--- src/logic/cvi_defs.vh ---
// Behaviour
// - with idle-stop clear the interface keeps running while the cpu idles
// - with idle-stop set the interface halts as soon as the cpu idles
// - with internal serial clock the interface stops during sleep
// - with external serial clock it runs in sleep and can wake the cpu
// - wake-up from sleep only when the interrupt enable bit is set
// - with external serial clock, a set interrupt flag during sleep wakes the device when enabled
// - doze mode changes neither operation nor timing
// - unimplemented register bits read as zero
// - transmit words reset to zero, receive words keep contents over reset
// - long words span consecutive buffer registers, one per time slot
// - a dma request is raised on every transfer-complete event
`ifndef CVI_DEFS_VH
`define CVI_DEFS_VH
// ----------------------------------------------------------------
// register byte offsets
// ----------------------------------------------------------------
`define CVI_OFF_CON1 12'h000
`define CVI_OFF_CON2 12'h004
`define CVI_OFF_CON3 12'h008
`define CVI_OFF_STAT 12'h00C
`define CVI_OFF_TSEN 12'h010
`define CVI_OFF_RSEN 12'h014
`define CVI_OFF_RX0 12'h020
`define CVI_OFF_TX0 12'h030
`define CVI_OFF_IRQ_STAT 12'h040
`define CVI_OFF_IRQ_MASK 12'h044
// ----------------------------------------------------------------
// implemented-bit masks
// ----------------------------------------------------------------
`define CVI_CON1_MASK 16'hAFE3
`define CVI_CON2_MASK 16'h0CEF
`define CVI_CON3_MASK 16'h0FFF
// ----------------------------------------------------------------
// field positions
// ----------------------------------------------------------------
`define CVI_EN_BIT 15
`define CVI_SIDL_BIT 13
`define CVI_LOOP_BIT 11
`define CVI_SCKD_BIT 10
`define CVI_SCKE_BIT 9
`define CVI_FSD_BIT 8
`define CVI_UNFM_BIT 7
`define CVI_SDOM_BIT 6
`define CVI_IRQ_DONE 0
`define CVI_IRQ_ROV 1
`define CVI_IRQ_TUNF 2
`define CVI_RST_16 16'h0000
`define CVI_NBUF 4
`define CVI_NIRQ 3
`endif

--- src/logic/cvi_top.v ---
`timescale 1ns/1ps
`default_nettype none
`include "cvi_defs.vh"
module cvi_top #(
  parameter WS_MAX = 16
) (
  // system
  input wire clk,
  input wire rst,
  // power state
  input wire cpu_idle,
  input wire cpu_sleep,
  input wire cpu_doze,
  // apb
  input wire psel,
  input wire penable,
  input wire pwrite,
  input wire [11:0] paddr,
  input wire [31:0] pwdata,
  output reg [31:0] prdata,
  output reg pready,
  output reg pslverr,
  // codec link
  input wire codec_serial_clock_in,
  output reg codec_serial_clock_out,
  output reg codec_serial_clock_oe,
  input wire frame_sync_in,
  output reg frame_sync_out,
  output reg frame_sync_oe,
  input wire serial_data_in,
  output reg serial_data_out,
  // system events
  output reg interface_irq,
  output reg wake_req,
  output reg dma_req
);
  // ----------------------------------------------------------------
  // registers
  // ----------------------------------------------------------------
  reg [15:0] con1_q, con2_q, con3_q, tsen_q, rsen_q;
  reg [15:0] txb_q [0:3];
  reg [15:0] rxb_q [0:3];
  reg [`CVI_NIRQ-1:0] irq_stat_q, irq_mask_q;
  reg rov_q, rful_q, tunf_q, tmpty_q;
  reg [3:0] slot_q;
  reg [3:0] bit_q;
  reg [1:0] widx_q;
  reg [15:0] sh_tx_q, sh_rx_q;
  reg [11:0] div_q;
  reg sck_int_q;
  // ----------------------------------------------------------------
  // pin synchronisers
  // ----------------------------------------------------------------
  reg [1:0] sck_s, fs_s, sd_s;
  reg sck_prev_q;
  // two flops per pin before any logic reads it
  always @(posedge clk) begin
    sck_s <= {sck_s[0], codec_serial_clock_in};
  end
  always @(posedge clk) begin
    fs_s <= {fs_s[0], frame_sync_in};
  end
  always @(posedge clk) begin
    sd_s <= {sd_s[0], serial_data_in};
  end
  // edge finder reads only the second stage
  always @(posedge clk) begin
    sck_prev_q <= sck_s[1];
  end
  wire ext_clk = con1_q[`CVI_SCKD_BIT];
  wire enabled = con1_q[`CVI_EN_BIT];
  // doze deliberately unused in gating
  wire halt_idle = cpu_idle & con1_q[`CVI_SIDL_BIT];
  wire halt_sleep = cpu_sleep & ~ext_clk;
  wire run = enabled & ~halt_idle & ~halt_sleep;
  // ----------------------------------------------------------------
  // bit clock: internal divider or external edges
  // ----------------------------------------------------------------
  wire div_hit = (div_q == con3_q[11:0]);
  wire int_rise = run & ~ext_clk & div_hit & ~sck_int_q;
  wire int_fall = run & ~ext_clk & div_hit & sck_int_q;
  // external edges found only from the second sync stage
  wire ext_rise = run & ext_clk & sck_s[1] & ~sck_prev_q;
  wire ext_fall = run & ext_clk & ~sck_s[1] & sck_prev_q;
  wire edge_rise = int_rise | ext_rise;
  wire edge_fall = int_fall | ext_fall;
  wire drive_e = con1_q[`CVI_SCKE_BIT] ? edge_fall : edge_rise;
  wire samp_e = con1_q[`CVI_SCKE_BIT] ? edge_rise : edge_fall;
  wire [3:0] ws = con2_q[3:0];
  wire [3:0] fs_len = con2_q[8:5];
  wire [1:0] blen = con2_q[11:10];
  wire last_bit = (bit_q == ws);
  wire int_fs = (slot_q == 4'h0) & (bit_q == 4'h0);
  wire cur_tx_en = tsen_q[slot_q];
  wire cur_rx_en = rsen_q[slot_q];
  wire word_end = samp_e & last_bit;
  wire done_evt = word_end & (cur_tx_en | cur_rx_en) & (widx_q == blen);
  wire ovf_evt = word_end & cur_rx_en & rful_q;
  wire unf_evt = word_end & cur_tx_en & tmpty_q & (widx_q == blen);
  // ----------------------------------------------------------------
  // apb decode
  // ----------------------------------------------------------------
  wire acc = psel & penable & ~pready;
  wire wr = acc & pwrite;
  wire rd = acc & ~pwrite;
  wire [11:0] a = paddr;
  localparam [11:0] RX_BASE = `CVI_OFF_RX0;
  localparam [11:0] TX_BASE = `CVI_OFF_TX0;
  wire rx_hit = (a[11:4] == RX_BASE[11:4]) & (a[1:0] == 2'b00);
  wire tx_hit = (a[11:4] == TX_BASE[11:4]) & (a[1:0] == 2'b00);
  reg [15:0] rdv;
  reg hit;
  always @* begin
    rdv = `CVI_RST_16;
    hit = 1'b1;
    case (a)
      `CVI_OFF_CON1: rdv = con1_q;
      `CVI_OFF_CON2: rdv = con2_q;
      `CVI_OFF_CON3: rdv = con3_q;
      `CVI_OFF_STAT: rdv = {4'h0, slot_q, 4'h0,
        rov_q, rful_q, tunf_q, tmpty_q};
      `CVI_OFF_TSEN: rdv = tsen_q;
      `CVI_OFF_RSEN: rdv = rsen_q;
      `CVI_OFF_IRQ_STAT: rdv = {13'h0000, irq_stat_q};
      `CVI_OFF_IRQ_MASK: rdv = {13'h0000, irq_mask_q};
      default: begin
        if (rx_hit)
          rdv = rxb_q[a[3:2]];
        else if (tx_hit)
          rdv = txb_q[a[3:2]];
        else
          hit = 1'b0;
      end
    endcase
  end
  // bus answer: one wait state
  always @(posedge clk) begin
    if (rst)
      pready <= 1'b0;
    else
      pready <= acc;
  end
  // unmapped addresses are refused
  always @(posedge clk) begin
    if (rst)
      pslverr <= 1'b0;
    else
      pslverr <= acc & ~hit;
  end
  // writes and refused reads return zero
  always @(posedge clk) begin
    if (rst)
      prdata <= 32'h0000_0000;
    else if (rd)
      prdata <= {16'h0000, rdv};
    else
      prdata <= 32'h0000_0000;
  end
  // ----------------------------------------------------------------
  // control registers
  // ----------------------------------------------------------------
  wire wr_con1 = wr & (a == `CVI_OFF_CON1);
  wire wr_con2 = wr & (a == `CVI_OFF_CON2);
  wire wr_con3 = wr & (a == `CVI_OFF_CON3);
  wire wr_tsen = wr & (a == `CVI_OFF_TSEN);
  wire wr_rsen = wr & (a == `CVI_OFF_RSEN);
  wire wr_mask = wr & (a == `CVI_OFF_IRQ_MASK);
  // unimplemented bits are masked off on write
  always @(posedge clk) begin
    if (rst)
      con1_q <= `CVI_RST_16;
    else if (wr_con1)
      con1_q <= pwdata[15:0] & `CVI_CON1_MASK;
  end
  always @(posedge clk) begin
    if (rst)
      con2_q <= `CVI_RST_16;
    else if (wr_con2)
      con2_q <= pwdata[15:0] & `CVI_CON2_MASK;
  end
  always @(posedge clk) begin
    if (rst)
      con3_q <= `CVI_RST_16;
    else if (wr_con3)
      con3_q <= pwdata[15:0] & `CVI_CON3_MASK;
  end
  // slot enables: one bit per time slot
  always @(posedge clk) begin
    if (rst)
      tsen_q <= `CVI_RST_16;
    else if (wr_tsen)
      tsen_q <= pwdata[15:0];
  end
  always @(posedge clk) begin
    if (rst)
      rsen_q <= `CVI_RST_16;
    else if (wr_rsen)
      rsen_q <= pwdata[15:0];
  end
  // mask doubles as the wake-up enable
  always @(posedge clk) begin
    if (rst)
      irq_mask_q <= {`CVI_NIRQ{1'b0}};
    else if (wr_mask)
      irq_mask_q <= pwdata[`CVI_NIRQ-1:0];
  end
  // ----------------------------------------------------------------
  // buffers: transmit resets, receive keeps contents
  // ----------------------------------------------------------------
  genvar gi;
  generate
    for (gi = 0; gi < `CVI_NBUF; gi = gi + 1) begin : g_buf
      always @(posedge clk) begin
        if (rst)
          txb_q[gi] <= `CVI_RST_16;
        else if (wr & tx_hit & (a[3:2] == gi))
          txb_q[gi] <= pwdata[15:0];
      end
      // no reset on purpose
      always @(posedge clk) begin
        if (word_end & cur_rx_en & (widx_q == gi))
          rxb_q[gi] <= con1_q[`CVI_LOOP_BIT] ? sh_tx_q : sh_rx_q;
      end
    end
  endgenerate
  // ----------------------------------------------------------------
  // serial engine
  // ----------------------------------------------------------------
  wire tx_wr = wr & tx_hit;
  wire rx_rd = rd & rx_hit;
  wire fs_in_start = con1_q[`CVI_FSD_BIT] & sck_s[1] & fs_s[1];
  always @(posedge clk) begin
    if (rst) begin
      slot_q <= 4'h0;
      bit_q <= 4'h0;
      widx_q <= 2'b00;
      sh_tx_q <= `CVI_RST_16;
      sh_rx_q <= `CVI_RST_16;
    end else if (!enabled) begin
      slot_q <= 4'h0;
      bit_q <= 4'h0;
      widx_q <= 2'b00;
    end else begin
      if (samp_e)
        sh_rx_q <= {sh_rx_q[14:0], sd_s[1]};
      if (drive_e & (bit_q == 4'h0))
        sh_tx_q <= txb_q[widx_q];
      else if (drive_e)
        sh_tx_q <= {sh_tx_q[14:0], 1'b0};
      if (word_end) begin
        bit_q <= 4'h0;
        if (cur_tx_en | cur_rx_en)
          widx_q <= (widx_q == blen) ? 2'b00 : widx_q + 2'b01;
        if (slot_q == fs_len | fs_in_start)
          slot_q <= 4'h0;
        else
          slot_q <= slot_q + 4'h1;
      end else if (samp_e)
        bit_q <= bit_q + 4'h1;
    end
  end
  // ----------------------------------------------------------------
  // internal bit clock divider
  // ----------------------------------------------------------------
  always @(posedge clk) begin
    if (rst)
      div_q <= 12'h000;
    else if (~run | div_hit)
      div_q <= 12'h000;
    else
      div_q <= div_q + 12'h001;
  end
  // frozen whenever run is low, so sleep stops the pin
  always @(posedge clk) begin
    if (rst)
      sck_int_q <= 1'b0;
    else if (int_rise | int_fall)
      sck_int_q <= ~sck_int_q;
  end
  // ----------------------------------------------------------------
  // status flags: set wins over clear, all reset to zero
  // ----------------------------------------------------------------
  // cleared by any receive read
  always @(posedge clk) begin
    if (rst)
      rful_q <= 1'b0;
    else
      rful_q <= done_evt | (rful_q & ~rx_rd);
  end
  // cleared by writing the status register
  always @(posedge clk) begin
    if (rst)
      rov_q <= 1'b0;
    else
      rov_q <= ovf_evt | (rov_q & ~(wr & (a == `CVI_OFF_STAT)));
  end
  // cleared by any transmit write
  always @(posedge clk) begin
    if (rst)
      tmpty_q <= 1'b0;
    else
      tmpty_q <= done_evt | (tmpty_q & ~tx_wr);
  end
  always @(posedge clk) begin
    if (rst)
      tunf_q <= 1'b0;
    else
      tunf_q <= unf_evt | (tunf_q & ~tx_wr);
  end
  // ----------------------------------------------------------------
  // interrupts, wake-up and dma
  // ----------------------------------------------------------------
  wire [`CVI_NIRQ-1:0] evts = {unf_evt, ovf_evt, done_evt};
  wire [`CVI_NIRQ-1:0] w1c =
    (wr & (a == `CVI_OFF_IRQ_STAT)) ? pwdata[`CVI_NIRQ-1:0] : 3'b000;
  // next status: a new event beats a clear in the same cycle
  wire [`CVI_NIRQ-1:0] stat_d = evts | (irq_stat_q & ~w1c);
  wire pending = |(stat_d & irq_mask_q);
  always @(posedge clk) begin
    if (rst)
      irq_stat_q <= {`CVI_NIRQ{1'b0}};
    else
      irq_stat_q <= stat_d;
  end
  // level output, high while an unmasked bit is set
  always @(posedge clk) begin
    if (rst)
      interface_irq <= 1'b0;
    else
      interface_irq <= pending;
  end
  // wake only from sleep on the external clock, when enabled
  always @(posedge clk) begin
    if (rst)
      wake_req <= 1'b0;
    else
      wake_req <= cpu_sleep & ext_clk & pending;
  end
  // one pulse per transfer-complete event
  always @(posedge clk) begin
    if (rst)
      dma_req <= 1'b0;
    else
      dma_req <= done_evt;
  end
  // ----------------------------------------------------------------
  // link pins
  // ----------------------------------------------------------------
  always @(posedge clk) begin
    if (rst)
      codec_serial_clock_out <= 1'b0;
    else
      codec_serial_clock_out <= sck_int_q;
  end
  // pin released when the codec supplies the clock
  always @(posedge clk) begin
    if (rst)
      codec_serial_clock_oe <= 1'b0;
    else
      codec_serial_clock_oe <= enabled & ~ext_clk;
  end
  always @(posedge clk) begin
    if (rst)
      frame_sync_out <= 1'b0;
    else
      frame_sync_out <= run & int_fs & ~con1_q[`CVI_FSD_BIT];
  end
  always @(posedge clk) begin
    if (rst)
      frame_sync_oe <= 1'b0;
    else
      frame_sync_oe <= enabled & ~con1_q[`CVI_FSD_BIT];
  end
  // disabled slots send zero
  always @(posedge clk) begin
    if (rst)
      serial_data_out <= 1'b0;
    else
      serial_data_out <= cur_tx_en ? sh_tx_q[15] : 1'b0;
  end
endmodule // cvi_top
`default_nettype wire

--- config.mk ---
export PLATFORM = sky130hd
export DESIGN_NAME = cvi_top
export DESIGN_NICKNAME = d
export VERILOG_FILES = /design/src/logic/cvi_top.v
export VERILOG_INCLUDE_DIRS = /design/src /design/src/logic
export SDC_FILE = /design/constraint.sdc
export NUM_CORES = 1
export LEC_CHECK = 0
export ABC_AREA = 1
export ABC_CLOCK_PERIOD_IN_PS = 2800
export BUFFER_PORTS_ARGS = -buffer_cell sky130_fd_sc_hd__buf_2
export CORE_ASPECT_RATIO = 1.1
export CORE_UTILIZATION = 50
export CTS_BUF_LIST = sky130_fd_sc_hd__clkbuf_2 sky130_fd_sc_hd__clkbuf_4 sky130_fd_sc_hd__clkbuf_8
export DETAILED_ROUTE_END_ITERATION = 12
export GPL_TIMING_DRIVEN = 1
export HOLD_SLACK_MARGIN = 0.15
export PLACE_DENSITY = 0.83
export SYNTH_ARGS = -nofsm -noshare
export SYNTH_HDL_FRONTEND = slang
export SYNTH_SLANG_ARGS = --single-unit
export TNS_END_PERCENT = 100
--- constraint.sdc ---
create_clock -name clk -period 2.8 [get_ports clk]
set_input_delay 0.56 -clock clk [delete_from_list [all_inputs] [get_ports clk]]
set_output_delay 0.56 -clock clk [all_outputs]
set_load 0.1 [all_outputs]
==> results of run 1 <==
## per-stage QoR
step	setup slack (ps)	cells	cell area (sq um)	utilization	hold slack (ps)
6_report	390.7	1980	14820	0.5830	244.9
5_1_grt	195.2	1980	14820	0.5830	249.2
4_1_cts	415.1	1980	14820	0.5830	237.2
3_5_place_dp	263.3	1899	13890	0.5466	314.6
3_3_place_gp	338.1	1899	13890	0.5466	311.3
2_1_floorplan	-336.0	1522	13080	-	309.6
## power by group
| group | total, W | internal, W | switching, W |
|---|---|---|---|
| Clock | 0.00352 | 0.00193 | 0.00159 |
| Sequential | 0.00449 | 0.00446 | 0.0000213 |
| Combinational | 0.000408 | 0.0000834 | 0.000324 |
## layout make-up
type,instances,area [sq um]
clock buffers,70,857.1
clock inverters,8,36.28
fillers,2125,10600
inverters,160,601.8
multi-input cells,986,4951
flip-flops and latches,292,7127
well taps,346,432.9
repair buffers,118,810.8
## per-layer routing
layer  GRT usage  wire, um
met1      0.3506     14040
met2      0.4598     17390
met3     0.05619      4097
met4      0.1790      2376
met5           0         0
## critical path, delay by kind of cell (launching register included)
family,cells,cell delay [ps]
AND/OR/NAND/NOR,10,1230
flip-flops,1,490
buffers and inverters,3,400
## flip-flops by register name, summed over array words and instances (netlist names), 2 cells and up, named ones only
register	cells
rxb_q	64
widx_q	2
div_q	12
slot_q	4
sh_tx_q	16
con2_q	9
sck_s	2
irq_mask_q	3
sd_s	2
bit_q	4
rsen_q	16
prdata	16
txb_q	64
con1_q	11
fs_s	2
tsen_q	16
con3_q	12
sh_rx_q	16
irq_stat_q	3
## final timing paths
path / from / end / slack, ps
worst min-delay path: rst / pready / 240
worst min register to register: sd_s[0] / sd_s[1] / 330
worst max register to register: con1_q[10] / rxb_q[2][7] / 390
worst max-delay path: con1_q[10] / rxb_q[2][7] / 390
## placed cells by master, fill, tap and decap left out, types with 8 or more instances in the layout
cell | Yosys | final
nand2_1 | 250 | 250
nor2_1 | 179 | 178
dfxtp_1 | 164 | 164
a21oi_1 | 142 | 142
inv_1 | 133 | 133
edfxtp_1 | 128 | 128
o21ai_0 | 129 | 126
buf_2 | 16 | 63
clkbuf_8 | 0 | 53
buf_4 | 17 | 46
o21ai_1 | 42 | 45
nand3_1 | 42 | 42
inv_2 | 23 | 24
nand4_1 | 17 | 17
clkbuf_4 | 0 | 17
o22ai_1 | 16 | 16
a22oi_1 | 16 | 16
conb_1 | 1 | 16
a41oi_1 | 15 | 15
a221oi_1 | 14 | 14
nor3_1 | 12 | 12
o31ai_1 | 12 | 12
o221ai_1 | 9 | 9
a31oi_1 | 9 | 9
ha_1 | 9 | 9
nor2_2 | 7 | 8
o221ai_2 | 8 | 8
## cell usage after synthesis (3+ instances only)
cell type / n / area share
a31oi_1: 9 / 0.0043
xnor2_1: 6 / 0.0040
a221oi_1: 14 / 0.0094
inv_1: 133 / 0.038
nor3_1: 12 / 0.0046
edfxtp_1: 128 / 0.30
buf_2: 16 / 0.0061
o21ai_0: 129 / 0.050
dfxtp_1: 164 / 0.25
ha_1: 9 / 0.0086
a41oi_1: 15 / 0.010
o221ai_2: 8 / 0.0092
nand2_1: 250 / 0.072
nor4_1: 3 / 0.0014
o221ai_1: 9 / 0.0061
nand3_1: 42 / 0.016
nor3_2: 3 / 0.0023
o31ai_1: 12 / 0.0069
nor2_4: 4 / 0.0035
nor2_1: 179 / 0.052
clkbuf_1: 49 / 0.014
nand4_1: 17 / 0.0082
inv_2: 23 / 0.0066
xor2_1: 4 / 0.0027
o22ai_1: 16 / 0.0077
buf_4: 17 / 0.0098
nor2_2: 7 / 0.0034
o21ai_1: 42 / 0.016
nand2_2: 6 / 0.0029
a22oi_1: 16 / 0.0092
a21oi_1: 142 / 0.055
clkinv_1: 3 / 0.00086
## cells by family after synthesis
group                      count (synthesis)
and+or+nand+nor                          526
AOI/OAI and AO/OA                        425
adders and majority gates                  9
other                                      1
buffers and inverters                    244
xor gates and xnor gates                  10
DFF                                      292
## timing repair
item | CTS | global route
hold buffers | 3 | 0
setup buffers | 0 | 0
hold endpoints to repair | 3 | 0
==> metrics, run 1 <==
critical path, cell by cell inv_2, nand2_1, nand3_1, nor2_2, nand4_2, nand2_1, nand2_1, nand2_2, nand2_2, clkinv_2, nand2_1, nor2_1, buf_12; power per cell area 567.8 nW/um^2; flop and latch count out of synthesis 292; Least-Margin Pin Slew 694.4 ps; drt drc 0; Slew HR 0.5331; Worst EP required 3060 ps; Syn. warnings 0; DP HPWL 26.09 mm; WL final 37.91 mm; Core Area 25,420 sq um; mux share of post-synthesis cell area 0; Post-Route Setup TNS 0 ps; CP Class reg -> reg; leakage power figure 5.685 nW; hold depth 2; Worst path max stage delay 490 ps; simple-gate portion of the synthesized area 0.1680; Iter 0 DRT Violations 1,456; critical path startpoint category flop; Ports 97; fmax 415.1 MHz; WL/cell 19.14 um; reg2reg path depth 13; Pwr Total 0.008413 W; Cell Area, Synth 13,030 sq um; RSZ-0062 raised after global routing no; gpl congestion 1.035; slowest CP cell dfxtp_1; row count 61; I/O Buffers 63; largest family of logic cells by synthesized area compound AO/OA/AOI/OAI gates; Seq/Total Area, Yosys 0.5471; final hold viol count 0; first-pass GRT wire length 58.10 mm; clk sink count 292; Async SR Flop Fraction 0; die height 171.3 um; total grt overflow 0; Diodes inserted 0; EDFF count, synth 128; initial antenna violation count 0; Post-Synthesis Cells 1,507; worst skew pair latency 560 ps; Die Area 26,710 sq um; largest net degree at the start of global routing 37; CTS root buffer clkbuf_8; XOR/XNOR Fraction of Synth Area 0.006723; Pins Over Slew Limit 0; Pre-Repair DR Iteration Count 6; CP Capture Type flop; Compound-Gate Fraction of Synth Area 0.1919; Clock H-tree levels 2; cts bufs inserted 43; Worst Hold Class in -> reg; distinct cell type count after synthesis 47; post-route ant nets 0; Critical Path Fanout Max 16; Main synth FF type dfxtp_1; MaxCap Viol Count 0; CTS max path bufs 3; vias in the first global route 10,690; Vias/cell 5.836; CTS tree built; Final period util 0.8605; Setup-failing EPs final 0; clock transition at the registers of the reported paths 60 ps; Die X-Extent 155.9 um; layout cells sized above 1 0.1512; GR Util All Layers 0.2847; initial core utilization 0.5126; Tmin final 2409 ps; CTS resizes 0; Post-Synth Adder-Cell Area 0.008644; Via Count 11,560; Mean Syn Cell Area 8.645 sq um; worst vdd ir 0.0002665 V; outcome finished clean; Fin Clk Skew 22.82 ps; area grow syn2layout 13.73%; CP arrival 2670 ps; CP dominant cell by count nand2_1; Layout Nets 1,665
Power figures use the tool's default switching activity.
==> inputs of run 2 (changes only) <==
==> constraint.sdc (replaced) <==
create_clock -name clk -period 2.8 [get_ports clk]
set_input_delay 0.42 -clock clk [delete_from_list [all_inputs] [get_ports clk]]
set_output_delay 0.42 -clock clk [all_outputs]
set_load 0.1 [all_outputs]
==> run 2 against run 1 <==
Effect of this change: first-iteration DRC count decreased by 3.8%; register-to-register slack got worse by 170 ps; count of clock-buffer cells in the layout decreased by 8; non-clock buffer count decreased by 6; design area decreased by 1.1%; clock skew increased by 5.4 ps; sequential power about the same; power decreased by 1.6%.
==> metrics, run 2 (same netlist as run 1, synthesis figures left out) <==
Least-Margin Pin Slew 693.2 ps (-1.205 ps); commonest non-fill, non-tap cells in the layout nand2_1, nor2_1, dfxtp_1, a21oi_1, inv_1; row count 61 (unchanged); biggest regs rxb_q: 64 flops, txb_q: 64 flops; outcome finished clean; Layout Nets 1,660 (-0.30%); multi-input logic area 4951 sq um (unchanged); post-CTS setup buffer count 0 (unchanged); initial antenna violation count 0 (unchanged); Fin Clk Skew 28.25 ps (+5.429 ps); Sw Pwr 0.001963 W (+1.6%); CTS tree built; clock power share 0.410 (-0.008); sequential cell area 7128 sq um (about the same); dpl ws 222.0 ps (-41.31 ps); RSZ-0062 raised after global routing no; Worst EP required 3030 ps (-30 ps); hold path startpoint pwdata[4]; hold depth 3 (+1); post-route ant nets 0 (unchanged); first-pass GRT wire length 57.95 mm (-0.26%); fmax 385.5 MHz (-7.1%); CP Class in -> reg; Diodes inserted 0 (unchanged); combinational fraction of design power 0.048 (about the same); Tmin final 2594 ps (+184.9 ps); WL/cell 19.14 um (about the same); total grt overflow 0 (unchanged); commonest non-fill, non-tap cell in the layout nand2_1; gpl congestion 1.024 (-1.1%); clk sink count 292 (unchanged); r2r endpoint rxb_q[3][7]; Worst Setup Slack, final 205.7 ps (-184.9 ps); Ports 97 (unchanged); Hold Path Sink tsen_q[4]; worst hold margin 211.9 ps (-32.99 ps); CTS root buffer clkbuf_8; drt drc 0 (unchanged); power per cell area 565.2 nW/um^2 (-0.46%); Core Area 25,420 sq um (unchanged); Critical Path Fanout Max 16 (unchanged); Setup-failing EPs final 0 (unchanged); clock transition at the registers of the reported paths 60 ps (about the same); CP arrival 2820 ps (+150 ps); final hold viol count 0 (unchanged); largest net degree at the start of global routing 38 (+2.7%); leakage power figure 5.597 nW (-1.6%); Vias/cell 5.788 (-0.83%); worst vdd ir 0.0002931 V (+10%); Pre-Repair DR Iteration Count 6 (unchanged); fillcell total 2,130 (+0.24%); worst skew pair latency 570 ps (about the same); Pins Over Slew Limit 0 (unchanged); vias in the first global route 10,400 (-2.7%); Final period util 0.9265 (+0.06605); initial core utilization 0.5126 (unchanged); layout cells sized above 1 0.1444 (-0.006725); Inst Count DP 1,892 (-0.37%); Via Count 11,420 (-1.2%); WL final 37.76 mm (-0.38%); GR Util All Layers 0.2857 (+0.0009712); Die X-Extent 155.9 um (unchanged); DP HPWL 26.48 mm (+1.5%); Switching Fraction 0.2371 (+0.007405); CTS max path bufs 3 (unchanged); cts bufs inserted 44 (+2.3%); I/O Buffers 63 (unchanged); reg2reg path depth 15 (+2); area grow syn2layout 12.45%; Worst Hold Class in -> reg; Clock H-tree levels 2 (unchanged); flop2flop setup slack 220 ps (-170 ps); worst reg2reg path startpoint con3_q[11]; Non-Filler Instances 1,973 (-0.35%); CP Capture Type flop; Iter 0 DRT Violations 1,401 (-3.8%); die height 171.3 um (unchanged); Internal Power 0.006317 W (-2.5%); MaxCap Viol Count 0 (unchanged); Slew HR 0.5372 (+0.004087); Seq pwr share 0.542 (+0.009); Die Area 26,710 sq um (unchanged); critical path startpoint category primary input
[run 2: layout make-up]
cell class,instances,area share
Tap cell,346,0.02955
Multi-Input combinational cell,986,0.3380
Sequential cell,292,0.4866
Inverter,160,0.04108
Timing Repair Buffer,112,0.04732
Clock inverter,15,0.004783
Clock buffer,62,0.05270
[run 2: worst max-delay path, cell delays in order]
cell and delay (ps):
dlygate4sd3_1 530, buf_2 130, nand2_1 60, nand3_1 160
nor2_2 190, nand4_1 150, nand2_1 90, nand2_1 60
nand2_2 210, nand2_2 140, clkinv_2 130, nand2_1 120
nor2_1 140, buf_4 270
[run 2: power groups by stage]
stage / sequential (W) / combinational (W) / clock, W
2_1_floorplan: 0.00458 / 0.000258 / 0
3_3_place_gp: 0.00458 / 0.000378 / 0
3_5_place_dp: 0.00458 / 0.000384 / 0
4_1_cts: 0.00449 / 0.000389 / 0.00340
5_1_grt: 0.00449 / 0.000420 / 0.00357
6_report: 0.00449 / 0.000398 / 0.00339
[run 2: metrics by stage]
step,setup TNS [ps],utilization,instance area [sq um],total power (W)
4_1_cts,0,0.5763,14650,0.008273
5_1_grt,0,0.5764,14650,0.008482
3_5_place_dp,0,0.5416,13770,0.004962
2_1_floorplan,-16130,-,13080,0.004839
6_report,0,0.5764,14650,0.008280
3_3_place_gp,0,0.5416,13770,0.004954
[run 2: worst max path at each step]
| stage | from | endpoint | slack (ps) | depth (start not counted) |
|---|---|---|---|---|
| floorplan | pready | txb_q[0][0] | -340 | 7 |
| global placement | con1_q[10] | rxb_q[2][3] | 310 | 13 |
| detailed placement | con1_q[10] | rxb_q[3][3] | 220 | 13 |
| CTS | con1_q[10] | rxb_q[3][7] | 190 | 13 |
| global route | con3_q[1] | rxb_q[3][7] | 40 | 15 |
| finish | cpu_sleep | rxb_q[3][7] | 210 | 14 |
[run 2: per-layer routing]
layer  vias to the layer above  GRT usage  part of all wire
li1                       5323          -                 -
met1                      5260     0.3673              0.38
met2                       720     0.4608              0.46
met3                       116    0.05215              0.11
met4                         0     0.1475             0.049
met5                         -          0                 0
[run 2: repair_timing]
| action | in CTS | in global routing |
|---|---|---|
| resized for setup | 0 | 1 |
| setup endpoints to repair | 0 | 14 |
| hold endpoints to repair | 4 | 0 |
| hold buffers | 4 | 0 |
==> inputs of run 3 (changes only) <==
Settings changed: ABC_AREA 1 to unset.
==> run 3 against run 2 <==
Effect of this change: synthesized cell count is 25% lower; register-to-register slack hardly changed; fmax is 0.32% higher; power is 5.6% higher; sequential power hardly changed; critical endpoint is now rxb_q[1][0].
==> metrics, run 3 <==
Tmin final 2586 ps (-8.253 ps); Cell Area, Synth 13,490 sq um (+3.5%); total grt overflow 0 (unchanged); Least-Margin Pin Slew 875.9 ps (+182.7 ps); CP arrival 2850 ps (+30 ps); Via Count 9,528 (-17%); Pins Over Slew Limit 0 (unchanged); Worst Hold Class in -> reg; placement-stage cell area 14,290 sq um (+3.8%); initial core utilization 0.5129 (about the same); Design Area, Final 15,380 sq um (+5.0%); flop2flop setup slack 210 ps (about the same); Compound-Gate Fraction of Synth Area 0.07699 (-0.1149); simple-gate portion of the synthesized area 0.1394 (-0.02855); clock transition at the registers of the reported paths 60 ps (about the same); main area contributors after synthesis edfxtp_1, dfxtp_1, mux4_2; CTS root buffer clkbuf_8; CTS tree built; EDFF count, synth 128 (unchanged); commonest non-fill, non-tap cell in the layout dfxtp_1; CP Class reg -> reg; mux share of post-synthesis cell area 0.1831 (+0.1831); hold path startpoint pwdata[4]; Vias/cell 5.914 (+2.2%); area grow syn2layout 14.02%; r2r endpoint rxb_q[1][0]; Post-Synthesis Cells 1,129 (-25%); Hold Path Sink rsen_q[4]; synth cell count leaders dfxtp_1, edfxtp_1, nor2_1, mux2i_1, nand2_1; worst skew pair latency 600 ps (+30 ps); die height 174.3 um (+1.7%); worst hold margin 170.7 ps (-41.19 ps); reg2reg path depth 7 (-8); GR Util All Layers 0.2523 (-0.03335); clk sink count 292 (unchanged); Async SR Flop Fraction 0 (unchanged); WL final 34.12 mm (-9.7%); drt drc 0 (unchanged); Worst EP required 3060 ps (+30 ps); MaxCap Viol Count 0 (unchanged); I/O Buffers 63 (unchanged); Fin Clk Skew 44.02 ps (+15.78 ps); post-route ant nets 0 (unchanged); first-pass GRT wire length 52.43 mm (-9.5%); Slew HR 0.4153 (-0.1220); fillcell total 2,063 (-3.1%); post-synth top area cell edfxtp_1; largest family of logic cells by synthesized area multiplexers; Core Area 26,300 sq um (+3.5%); CTS resizes 0 (unchanged); Post-Route Setup TNS 0 ps (unchanged); CP Capture Type flop; critical path startpoint category flop; Layout Nets 1,286 (-23%); worst reg2reg path startpoint slot_q[0]; layout cells sized above 1 0.2359 (+0.09146); Die Area 27,640 sq um (+3.5%); biggest regs rxb_q: 64 flops, txb_q: 64 flops; WL/cell 21.18 um (+11%); distinct cell type count after synthesis 70 (+49%); Pre-Repair DR Iteration Count 5 (-1); RSZ-0062 raised after global routing no; cts bufs inserted 47 (+6.8%); row count 62 (+1.6%); leakage power figure 5.871 nW (+4.9%); Iter 0 DRT Violations 1,001 (-29%); Mean Syn Cell Area 11.95 sq um (+38%); area share of the largest cell type after synthesis 0.2850 (-0.01007); initial antenna violation count 0 (unchanged); Post-Synth Adder-Cell Area 0.008349 (-0.0002951); most common cell in the netlist dfxtp_1; hold depth 3 (unchanged); CTS max path bufs 3 (unchanged); gpl congestion 0.9195 (-10%); commonest non-fill, non-tap cells in the layout dfxtp_1, edfxtp_1, nor2_1, mux2i_1, nand2_1; Die X-Extent 158.6 um (+1.7%); Syn. warnings 0 (unchanged); Setup-failing EPs final 0 (unchanged); fmax 386.7 MHz (+0.32%); vias in the first global route 9,483 (-8.8%); Diodes inserted 0 (unchanged); XOR/XNOR Fraction of Synth Area 0.02143 (+0.01471); Final period util 0.9236 (-0.002948); final hold viol count 0 (unchanged); power per cell area 568.7 nW/um^2 (+0.62%); worst vdd ir 0.0004320 V (+47%); DP HPWL 23.39 mm (-12%); outcome finished clean; Clock H-tree levels 2 (unchanged); Seq/Total Area, Yosys 0.5284 (-0.01868); Critical Path Fanout Max 16 (unchanged); Ports 97 (unchanged); largest net degree at the start of global routing 103 (+170%); Main synth FF type dfxtp_1; flop and latch count out of synthesis 292 (unchanged)
==> run 3: report_power, final <==
group	internal [W]	switching [W]
combinational	0.000132	0.000312
sequential	0.00447	0.0000228
clock	0.00209	0.00172
total	0.00669	0.00205
==> run 3: layout make-up <==
cell class / count / area (sq um) / share of cell area
Sequential cell: 292 / 7127 / 0.4634
Multi-Input combinational cell: 743 / 5856 / 0.3808
Clock buffer: 74 / 912.1 / 0.05931
Timing Repair Buffer: 121 / 888.4 / 0.05777
Tap cell: 352 / 440.4 / 0.02864
Clock inverter: 12 / 91.34 / 0.005939
Inverter: 17 / 63.81 / 0.004149
==> run 3: how the worst max path moves through the flow <==
| stage | from | endpoint | slack (ps) | cells past startpoint |
|---|---|---|---|---|
| CTS | con1_q[10] | rxb_q[1][0] | 240 | 7 |
| finish | slot_q[0] | rxb_q[1][0] | 210 | 7 |
| global route | slot_q[0] | rxb_q[1][0] | 130 | 7 |
| global placement | paddr[11] | txb_q[2][7] | 270 | 6 |
| floorplan | pready | txb_q[1][0] | -130 | 4 |
| detailed placement | paddr[11] | txb_q[0][9] | 180 | 6 |
==> run 3: what timing repair did <==
| action | 4_1_cts | 5_1_grt |
|---|---|---|
| setup buffers | 0 | 0 |
| hold buffers | 9 | 0 |
| endpoints found under the hold margin | 21 | 0 |
| endpoints found under the setup margin | 0 | 0 |
==> run 3: cell families after synthesis <==
kind of cell             count (synthesis)
XOR/XNOR                                33
AO/OA/AOI/OAI                          157
multiplexers                           174
AND/OR/NAND/NOR                        354
flip-flops                             292
buffers and inverters                  109
adder cells (fa/ha/maj)                  9
other                                    1
==> run 3: through the flow <==
stage | utilization | worst slack, ps | total power, W | cells
after floorplan | - | -129.8 | 0.004875 | 1144
after global placement | 0.5432 | 265.9 | 0.004993 | 1516
after detailed placement | 0.5432 | 183.7 | 0.005004 | 1516
after CTS | 0.5848 | 235.3 | 0.008796 | 1611
after global routing | 0.5848 | 125.1 | 0.008983 | 1611
final | 0.5848 | 214.0 | 0.008746 | 1611
==> run 3: per-layer routing <==
metal  vias up  wire, um  GRT usage
met1      4604     13250     0.3310
met3       107      3065    0.04862
li1       4296         -          -
met2       521     16280     0.3944
met5         -         0          0
met4         0      1515     0.1334
==> run 3: critical path, stage by stage, from the launching register on <==
cell,delay [ps]
dfxtp_1,490
buf_4,250
nor2_1,80
a221oi_1,320
a22oi_2,240
nor3b_1,430
and2_1,260
buf_12,180
